$ cat src/logic/bscca_pkg.sv
package bscca_pkg;
    // tap controller states, standard four-bit encoding
    typedef enum logic [3:0] {
        ST_RESET = 4'h0,
        ST_IDLE = 4'h1,
        ST_SEL_DR = 4'h2,
        ST_CAP_DR = 4'h3,
        ST_SH_DR = 4'h4,
        ST_EX1_DR = 4'h5,
        ST_PAU_DR = 4'h6,
        ST_EX2_DR = 4'h7,
        ST_UPD_DR = 4'h8,
        ST_SEL_IR = 4'h9,
        ST_CAP_IR = 4'ha,
        ST_SH_IR = 4'hb,
        ST_EX1_IR = 4'hc,
        ST_PAU_IR = 4'hd,
        ST_EX2_IR = 4'he,
        ST_UPD_IR = 4'hf
    } bscca_tap_t;
    localparam int IR_W = 4;
    localparam logic [3:0] OP_EXTEST = 4'h0;
    localparam logic [3:0] OP_SAMPLE = 4'h2;
    localparam logic [3:0] OP_BYPASS = 4'hf;
    localparam logic [3:0] IR_RESET = 4'hf;
    localparam logic [3:0] IR_CAPTURE = 4'h1;
    // chain layout, lsb nearest tdo
    localparam int CHAIN_W = 34;
    localparam int POS_EXT_EN = 0;
    localparam int POS_EXT_CK = 1;
    localparam int POS_OSC_EN = 2;
    localparam int POS_OSC_CK = 3;
    localparam int POS_LF_EN = 4;
    localparam int POS_LF_CK = 5;
    localparam int POS_AC_OFF = 6;
    localparam int POS_AC_RES = 7;
    localparam int POS_AC_MUX = 8;
    localparam int POS_AC_BG = 9;
    localparam int POS_CV_COMP = 10;
    localparam int POS_CV_ACLK = 11;
    localparam int POS_CV_ACT = 12;
    localparam int POS_CV_BG = 13;
    localparam int POS_CV_PWR = 14;
    localparam int POS_CV_AMP = 15;
    localparam int POS_CV_REF = 16;
    localparam int REF_W = 10;
    localparam int POS_CV_BYP = 26;
    localparam int POS_CV_GND = 27;
    localparam int POS_CV_SPARE = 28;
    localparam int SPARE_W = 6;
endpackage

$ cat src/logic/bscca_sync.sv
`timescale 1ns/1ps
`default_nettype none
module bscca_sync #(
    parameter int W = 1
) (
    input wire logic sys_clk_i,
    input wire logic reset_i,
    input wire logic [W-1:0] d_i,
    output logic [W-1:0] q_o
);
    logic [W-1:0] meta_r;
    logic [W-1:0] q_r;
    always_ff @(posedge sys_clk_i)
    begin
        if (reset_i)
        begin
            // preload the pin level so no false edge follows reset
            meta_r <= d_i;
            q_r <= d_i;
        end
        else
        begin
            meta_r <= d_i;
            q_r <= meta_r;
        end
    end
    assign q_o = q_r;
endmodule
`default_nettype wire

$ cat src/logic/bscca_top.sv
`timescale 1ns/1ps
`default_nettype none
module bscca_top (
    // system
    input wire logic sys_clk_i,
    input wire logic reset_i,
    // test access port pins
    input wire logic tck_i,
    input wire logic tms_i,
    input wire logic tdi_i,
    input wire logic trst_i,
    output logic tdo_o,
    output logic tdo_oe_o,
    // functional side controls
    input wire logic external_clock_option_enable_i,
    input wire logic crystal_oscillator_enable_i,
    input wire logic low_freq_oscillator_enable_i,
    input wire logic comparator_power_off_i,
    input wire logic comparator_mux_select_i,
    input wire logic comparator_bandgap_select_i,
    input wire logic [5:0] converter_ctrl_i,
    input wire logic [9:0] converter_ref_i,
    input wire logic bypass_channel_connect_i,
    input wire logic converter_gnd_i,
    // analog side observed lines
    input wire logic external_clock_line_i,
    input wire logic crystal_oscillator_clock_i,
    input wire logic low_freq_oscillator_clock_i,
    input wire logic comparator_result_i,
    input wire logic converter_comp_i,
    // analog side controls
    output logic external_clock_option_enable_o,
    output logic crystal_oscillator_enable_o,
    output logic low_freq_oscillator_enable_o,
    output logic comparator_power_off_o,
    output logic comparator_mux_select_o,
    output logic comparator_bandgap_select_o,
    output logic converter_aclk_o,
    output logic converter_act_o,
    output logic converter_bg_o,
    output logic converter_power_on_o,
    output logic amplifier_power_on_o,
    output logic [9:0] converter_ref_o,
    output logic bypass_channel_connect_o,
    output logic converter_gnd_o,
    // observed values toward digital core
    output logic comparator_result_o,
    output logic converter_comp_o,
    output logic extest_active_o
);
    // ********************************
    // pin synchronisers
    // ********************************
    logic [8:0] pin_s;
    bscca_sync #(.W(9)) u_sync (
        .sys_clk_i(sys_clk_i),
        .reset_i(reset_i),
        .d_i({converter_comp_i, comparator_result_i, low_freq_oscillator_clock_i,
              crystal_oscillator_clock_i, external_clock_line_i,
              trst_i, tdi_i, tms_i, tck_i}),
        .q_o(pin_s)
    );
    logic tck_s;
    logic tms_s;
    logic tdi_s;
    logic trst_s;
    assign tck_s = pin_s[0];
    assign tms_s = pin_s[1];
    assign tdi_s = pin_s[2];
    assign trst_s = pin_s[3];
    logic tck_d_r;
    logic tck_rise;
    logic tck_fall;
    always_ff @(posedge sys_clk_i)
    begin
        if (reset_i)
            tck_d_r <= tck_s;
        else
            tck_d_r <= tck_s;
    end
    assign tck_rise = tck_s & ~tck_d_r;
    assign tck_fall = ~tck_s & tck_d_r;
    // ********************************
    // tap controller
    // ********************************
    bscca_pkg::bscca_tap_t st_r;
    bscca_pkg::bscca_tap_t st_nxt;
    always_comb
    begin
        st_nxt = st_r;
        case (st_r)
            bscca_pkg::ST_RESET: st_nxt = tms_s ? bscca_pkg::ST_RESET : bscca_pkg::ST_IDLE;
            bscca_pkg::ST_IDLE: st_nxt = tms_s ? bscca_pkg::ST_SEL_DR : bscca_pkg::ST_IDLE;
            bscca_pkg::ST_SEL_DR: st_nxt = tms_s ? bscca_pkg::ST_SEL_IR : bscca_pkg::ST_CAP_DR;
            bscca_pkg::ST_CAP_DR: st_nxt = tms_s ? bscca_pkg::ST_EX1_DR : bscca_pkg::ST_SH_DR;
            bscca_pkg::ST_SH_DR: st_nxt = tms_s ? bscca_pkg::ST_EX1_DR : bscca_pkg::ST_SH_DR;
            bscca_pkg::ST_EX1_DR: st_nxt = tms_s ? bscca_pkg::ST_UPD_DR : bscca_pkg::ST_PAU_DR;
            bscca_pkg::ST_PAU_DR: st_nxt = tms_s ? bscca_pkg::ST_EX2_DR : bscca_pkg::ST_PAU_DR;
            bscca_pkg::ST_EX2_DR: st_nxt = tms_s ? bscca_pkg::ST_UPD_DR : bscca_pkg::ST_SH_DR;
            bscca_pkg::ST_UPD_DR: st_nxt = tms_s ? bscca_pkg::ST_SEL_DR : bscca_pkg::ST_IDLE;
            bscca_pkg::ST_SEL_IR: st_nxt = tms_s ? bscca_pkg::ST_RESET : bscca_pkg::ST_CAP_IR;
            bscca_pkg::ST_CAP_IR: st_nxt = tms_s ? bscca_pkg::ST_EX1_IR : bscca_pkg::ST_SH_IR;
            bscca_pkg::ST_SH_IR: st_nxt = tms_s ? bscca_pkg::ST_EX1_IR : bscca_pkg::ST_SH_IR;
            bscca_pkg::ST_EX1_IR: st_nxt = tms_s ? bscca_pkg::ST_UPD_IR : bscca_pkg::ST_PAU_IR;
            bscca_pkg::ST_PAU_IR: st_nxt = tms_s ? bscca_pkg::ST_EX2_IR : bscca_pkg::ST_PAU_IR;
            bscca_pkg::ST_EX2_IR: st_nxt = tms_s ? bscca_pkg::ST_UPD_IR : bscca_pkg::ST_SH_IR;
            bscca_pkg::ST_UPD_IR: st_nxt = tms_s ? bscca_pkg::ST_SEL_DR : bscca_pkg::ST_IDLE;
            default: st_nxt = bscca_pkg::ST_RESET;
        endcase
    end
    always_ff @(posedge sys_clk_i)
    begin
        if (reset_i || trst_s)
            st_r <= bscca_pkg::ST_RESET;
        else if (tck_rise)
            st_r <= st_nxt;
    end
    // ********************************
    // instruction register
    // ********************************
    logic [3:0] ir_sh_r;
    logic [3:0] ir_r;
    always_ff @(posedge sys_clk_i)
    begin
        if (reset_i || trst_s)
            ir_sh_r <= bscca_pkg::IR_CAPTURE;
        else if (tck_rise && st_r == bscca_pkg::ST_CAP_IR)
            ir_sh_r <= bscca_pkg::IR_CAPTURE;
        else if (tck_rise && st_r == bscca_pkg::ST_SH_IR)
            ir_sh_r <= {tdi_s, ir_sh_r[3:1]};
    end
    always_ff @(posedge sys_clk_i)
    begin
        if (reset_i || trst_s)
            ir_r <= bscca_pkg::IR_RESET;
        else if (st_r == bscca_pkg::ST_RESET)
            ir_r <= bscca_pkg::IR_RESET;
        else if (tck_fall && st_r == bscca_pkg::ST_UPD_IR)
            ir_r <= ir_sh_r;
    end
    logic sel_chain;
    logic extest;
    assign extest = (ir_r == bscca_pkg::OP_EXTEST);
    assign sel_chain = extest || (ir_r == bscca_pkg::OP_SAMPLE);
    // ********************************
    // boundary chain
    // ********************************
    logic [33:0] cap_v;
    logic [33:0] ch_r;
    logic [33:0] upd_r;
    logic byp_r;
    always_comb
    begin
        cap_v = '0;
        cap_v[bscca_pkg::POS_EXT_EN] = external_clock_option_enable_i;
        cap_v[bscca_pkg::POS_EXT_CK] = pin_s[4];
        cap_v[bscca_pkg::POS_OSC_EN] = crystal_oscillator_enable_i;
        cap_v[bscca_pkg::POS_OSC_CK] = pin_s[5];
        cap_v[bscca_pkg::POS_LF_EN] = low_freq_oscillator_enable_i;
        cap_v[bscca_pkg::POS_LF_CK] = pin_s[6];
        cap_v[bscca_pkg::POS_AC_OFF] = comparator_power_off_i;
        cap_v[bscca_pkg::POS_AC_RES] = pin_s[7];
        cap_v[bscca_pkg::POS_AC_MUX] = comparator_mux_select_i;
        cap_v[bscca_pkg::POS_AC_BG] = comparator_bandgap_select_i;
        cap_v[bscca_pkg::POS_CV_COMP] = pin_s[8];
        cap_v[bscca_pkg::POS_CV_ACLK +: 5] = converter_ctrl_i[4:0];
        cap_v[bscca_pkg::POS_CV_REF +: bscca_pkg::REF_W] = converter_ref_i;
        cap_v[bscca_pkg::POS_CV_BYP] = bypass_channel_connect_i;
        cap_v[bscca_pkg::POS_CV_GND] = converter_gnd_i;
        cap_v[bscca_pkg::POS_CV_SPARE] = converter_ctrl_i[5];
    end
    always_ff @(posedge sys_clk_i)
    begin
        if (reset_i)
            ch_r <= '0;
        else if (tck_rise && sel_chain && st_r == bscca_pkg::ST_CAP_DR)
            ch_r <= cap_v;
        else if (tck_rise && sel_chain && st_r == bscca_pkg::ST_SH_DR)
            ch_r <= {tdi_s, ch_r[33:1]};
    end
    always_ff @(posedge sys_clk_i)
    begin
        if (reset_i)
            upd_r <= '0;
        else if (tck_fall && sel_chain && st_r == bscca_pkg::ST_UPD_DR)
            upd_r <= ch_r;
    end
    always_ff @(posedge sys_clk_i)
    begin
        if (reset_i)
            byp_r <= 1'b0;
        else if (tck_rise && st_r == bscca_pkg::ST_CAP_DR)
            byp_r <= 1'b0;
        else if (tck_rise && st_r == bscca_pkg::ST_SH_DR)
            byp_r <= tdi_s;
    end
    // ********************************
    // tdo on falling test clock
    // ********************************
    logic tdo_r;
    logic tdo_oe_r;
    always_ff @(posedge sys_clk_i)
    begin
        if (reset_i)
        begin
            tdo_r <= 1'b0;
            tdo_oe_r <= 1'b0;
        end
        else if (tck_fall)
        begin
            tdo_oe_r <= (st_r == bscca_pkg::ST_SH_DR) || (st_r == bscca_pkg::ST_SH_IR);
            if (st_r == bscca_pkg::ST_SH_IR)
                tdo_r <= ir_sh_r[0];
            else if (sel_chain)
                tdo_r <= ch_r[0];
            else
                tdo_r <= byp_r;
        end
    end
    assign tdo_o = tdo_r;
    assign tdo_oe_o = tdo_oe_r;
    // ********************************
    // analog side drive
    // ********************************
    always_ff @(posedge sys_clk_i)
    begin
        if (reset_i)
        begin
            external_clock_option_enable_o <= 1'b0;
            crystal_oscillator_enable_o <= 1'b0;
            low_freq_oscillator_enable_o <= 1'b0;
            comparator_power_off_o <= 1'b0;
            comparator_mux_select_o <= 1'b0;
            comparator_bandgap_select_o <= 1'b0;
            converter_aclk_o <= 1'b0;
            converter_act_o <= 1'b0;
            converter_bg_o <= 1'b0;
            converter_power_on_o <= 1'b0;
            amplifier_power_on_o <= 1'b0;
            converter_ref_o <= '0;
            bypass_channel_connect_o <= 1'b0;
            converter_gnd_o <= 1'b0;
            comparator_result_o <= 1'b0;
            converter_comp_o <= 1'b0;
        end
        else
        begin
            external_clock_option_enable_o <= extest ? upd_r[bscca_pkg::POS_EXT_EN]
                : external_clock_option_enable_i;
            crystal_oscillator_enable_o <= extest ? upd_r[bscca_pkg::POS_OSC_EN]
                : crystal_oscillator_enable_i;
            low_freq_oscillator_enable_o <= extest ? upd_r[bscca_pkg::POS_LF_EN]
                : low_freq_oscillator_enable_i;
            comparator_power_off_o <= extest ? upd_r[bscca_pkg::POS_AC_OFF]
                : comparator_power_off_i;
            comparator_mux_select_o <= extest ? upd_r[bscca_pkg::POS_AC_MUX]
                : comparator_mux_select_i;
            comparator_bandgap_select_o <= extest ? upd_r[bscca_pkg::POS_AC_BG]
                : comparator_bandgap_select_i;
            converter_aclk_o <= extest ? upd_r[bscca_pkg::POS_CV_ACLK] : converter_ctrl_i[0];
            converter_act_o <= extest ? upd_r[bscca_pkg::POS_CV_ACT] : converter_ctrl_i[1];
            converter_bg_o <= extest ? upd_r[bscca_pkg::POS_CV_BG] : converter_ctrl_i[2];
            converter_power_on_o <= extest ? upd_r[bscca_pkg::POS_CV_PWR]
                : converter_ctrl_i[3];
            amplifier_power_on_o <= extest ? upd_r[bscca_pkg::POS_CV_AMP]
                : converter_ctrl_i[4];
            converter_ref_o <= extest ? upd_r[bscca_pkg::POS_CV_REF +: bscca_pkg::REF_W]
                : converter_ref_i;
            bypass_channel_connect_o <= extest ? upd_r[bscca_pkg::POS_CV_BYP]
                : bypass_channel_connect_i;
            converter_gnd_o <= extest ? upd_r[bscca_pkg::POS_CV_GND] : converter_gnd_i;
            comparator_result_o <= extest ? upd_r[bscca_pkg::POS_AC_RES] : pin_s[7];
            converter_comp_o <= extest ? upd_r[bscca_pkg::POS_CV_COMP] : pin_s[8];
        end
    end
    assign extest_active_o = extest;
endmodule
`default_nettype wire

$ cat config.mk
export PLATFORM = sky130hd
export DESIGN_NAME = bscca_top
export DESIGN_NICKNAME = d
export VERILOG_FILES = /design/src/logic/bscca_pkg.sv /design/src/logic/bscca_sync.sv /design/src/logic/bscca_top.sv
export SDC_FILE = /design/constraint.sdc
export NUM_CORES = 1
export LEC_CHECK = 0
export BUFFER_PORTS_ARGS = -buffer_cell sky130_fd_sc_hd__buf_2
export CAP_MARGIN = 10
export CORE_MARGIN = 3
export CORE_UTILIZATION = 50
export CTS_CLUSTER_DIAMETER = 30
export DETAILED_ROUTE_END_ITERATION = 8
export GPL_ROUTABILITY_DRIVEN = 0
export PLACE_DENSITY = 0.72
export SLEW_MARGIN = 20
export SYNTH_ARGS = -nofsm -noshare
export SYNTH_HDL_FRONTEND = slang
export SYNTH_SLANG_ARGS = --single-unit
$ cat constraint.sdc
create_clock -name sys_clk_i -period 2.1 [get_ports sys_clk_i]
set_input_delay 0.105 -clock sys_clk_i [delete_from_list [all_inputs] [get_ports sys_clk_i]]
set_output_delay 0.105 -clock sys_clk_i [all_outputs]
set_load 0.01 [all_outputs]
==> results.sh <==
export IMPL_status="complete, no violations"
export IMPL_ys_seq_area_frac=0.5256
export IMPL_whs_ps=105.6
export IMPL_cts_htree_levels=4
export IMPL_drive_gt1_frac=0.2013
export IMPL_muxShareOfSynthArea=0.1027
export IMPL_worstSetupPathType="reg2out"
export IMPL_timing_hold_violations_final=0
export IMPL_end_kind="primary output"
export IMPL_grt_pass1_wl_mm=18.64
export IMPL_antenna_cells=0
export IMPL_clkTransAtPathRegs_ps=50
export IMPL_dieArea_sq_um=10160
export IMPL_yosysWarnings=0
export IMPL_synth_simple_gate_area_frac=0.1849
export IMPL_start_kind="flop"
export IMPL_fmax_ghz=0.5196
export IMPL_die_h_um=100.8
export IMPL_grt_pass1_vias=4052
export IMPL_fillers=627
export IMPL_finalWirelength_mm=10.98
export IMPL_worst_ep_required_time_ps=2000
export IMPL_rsz0062_at_grt="no"
export IMPL_num_rows=33
export IMPL_finalNetCount=639
export IMPL_crit_chain="nor3_1 > buf_4 > nand2b_1 > clkinv_2 > buf_2"
export IMPL_synth_xor_area_frac=0.003898
export IMPL_syn_nets=541
export IMPL_cts_tree="done"
export IMPL_vias=3984
export IMPL_netlist_instances=506
export IMPL_clk_latency_ps=520
export IMPL_numClockSinks=118
export IMPL_core_area_sq_um=8464
export IMPL_synth_compound_area_frac=0.1448
export IMPL_wl_per_cell_um=15.23
export IMPL_grt_usage=0.2324
export IMPL_drt_iter0_drc=283
export IMPL_initial_core_util=0.5310
export IMPL_clock_skew_ps=6.785
export IMPL_root_buffer="clkbuf_8"
export IMPL_peakVddDrop_mv=0.6213
export IMPL_dp_hpwl_mm=6.519
export IMPL_multi_input_area_sq_um=1964
export IMPL_total_power_mw=5.471
export IMPL_p_per_area_nw_per_um2=932.2
export IMPL_synth_edf_count=0
export IMPL_layout_common_cells="nand2_1 (135), dfxtp_1 (118), buf_2 (62), a21oi_1 (59), mux2i_1 (36)"
export IMPL_slew_headroom=0.6716
export IMPL_die_x_um=100.8
export IMPL_setup_violations=0
export IMPL_grt_ovfl_total=0
export IMPL_synthAdderAreaFrac=0
export IMPL_drcViolationCount=0
export IMPL_first_pass_iters=5
export IMPL_min_path_type="in2reg"
export IMPL_synth_distinct_cells=42
export IMPL_cts_made_buffers=17
export IMPL_rrSetupSlack_ps=220
export IMPL_async_flop_share=0
export IMPL_tns_ps=0
export IMPL_area_growth_pct=30.57
export IMPL_cellLeakagePower_nw=2.492
export IMPL_seq_area_sq_um=2362
export IMPL_ys_ff_latch=118
export IMPL_syn_mean_instance_area_sq_um=8.882
export IMPL_syn_area_sq_um=4494
export IMPL_pin_count=63
export IMPL_grt_max_degree=75
export IMPL_cap_violations=0
export IMPL_utilization=0.6933
export IMPL_fin_crit_sh=0.9165
export IMPL_synth_top_family_by_area="simple AND/OR/NAND/NOR gates"
export IMPL_ant_nets=0
export IMPL_cp_slowest_stage_delay_ps=350
export IMPL_cp_arrival_ps=1820
export IMPL_ys_flop_type="dfxtp_1"
export IMPL_min_period_ps=1925
export IMPL_viasPerCell=5.526
export IMPL_antenna_found_initial=0
export IMPL_slew_violations=0
export IMPL_mostFrequentLayoutCell="nand2_1"
export IMPL_crit_fanout=26
export IMPL_portBuffers=62
export IMPL_slowest_stage="clkinv_2"
export IMPL_worst_slew_pin_slew_ps=491.9
export IMPL_clockBufferDepth=2
cell usage after synthesis, types with 3 or more instances:
| master | number | area (sq um) |
|---|---|---|
| o22ai_1 | 23 | 143.9 |
| nand2_1 | 135 | 506.7 |
| o21ai_0 | 7 | 35.03 |
| nand2b_1 | 5 | 31.28 |
| buf_2 | 8 | 40.04 |
| clkbuf_1 | 23 | 86.33 |
| nor2_1 | 16 | 60.06 |
| a31oi_1 | 4 | 25.02 |
| dfxtp_1 | 118 | 2362 |
| a211oi_1 | 5 | 37.54 |
| nor3_1 | 8 | 40.04 |
| mux2i_1 | 36 | 360.4 |
| nand3_1 | 9 | 45.04 |
| o211ai_1 | 3 | 22.52 |
| nor2b_1 | 5 | 31.28 |
| mux2_2 | 9 | 101.4 |
| a21oi_1 | 60 | 300.3 |
kinds of logic (layout without fill, tap and decap cells):
kind of cell    Yosys count  after routing
mux                      45             45
compound gates          112            112
buf+inv                  39            149
xor+xnor                  2              2
simple gates            190            190
flops                   118            118
where the power goes:
group          total (mW)  leakage [nW]  internal, mW  switching, mW
clock                2.89         0.294          1.92          0.966
combinational       0.259          1.23         0.132          0.127
sequential           2.32         0.965          2.29         0.0297
total                5.47          2.49          4.35           1.12
metal layers:
| layer | routed length [um] | up-vias | GRT usage |
|---|---|---|---|
| li1 | - | 1944 | - |
| met1 | 4744 | 1881 | 0.2764 |
| met2 | 5336 | 134 | 0.3818 |
| met3 | 649 | 25 | 0.05121 |
| met4 | 249 | 0 | 0.1399 |
| met5 | 0 | - | 0 |
worst max-delay path: cells and delay by family (launching register included):
family        cells  cell delay [ps]
buf+inv           3              790
simple gates      2              170
flops             1              340
metrics by stage:
stage	instance area [sq um]	worst slack, ps	instances
after detailed placement	4938	296.7	657
after global placement	4938	361.4	657
after global routing	5868	53.77	721
final	5868	175.4	721
after CTS	5867	73.83	721
after floorplan	4494	278.4	506
layout make-up:
class,count,area share
clock buffer,23,0.08124
clock inverter,8,0.02068
inverter,4,0.002772
multi-input combinational,349,0.3348
sequential,118,0.4026
tap,105,0.02239
timing repair buffer,114,0.1356
state kept, by name, indices dropped and copies added (netlist names), 4 cells and up:
name / count
u_sync.meta_r: 9
upd_r: 25
ch_r: 34
ir_sh_r: 4
converter_ref_o: 10
ir_r: 4
u_sync.q_o: 9
st_r: 4
worst paths after layout:
check,startpoint,end,cells past startpoint
worst max-delay path,ir_r[3],extest_active_o,5
worst max register to register,st_r[0],ch_r[19],5
worst min register to register,u_sync.q_o[0],tck_d_r,0
worst min-delay path,reset_i,converter_ref_o[8],3
repair_timing:
| action | in CTS | in global routing |
|---|---|---|
| resized for setup | 0 | 1 |
| hold buffers | 33 | 0 |
| endpoints found under the hold margin | 65 | 0 |
| endpoints found under the setup margin | 0 | 1 |
| buffers inserted | 0 | 0 |
No activity file was read; power rests on OpenSTA's default activity.
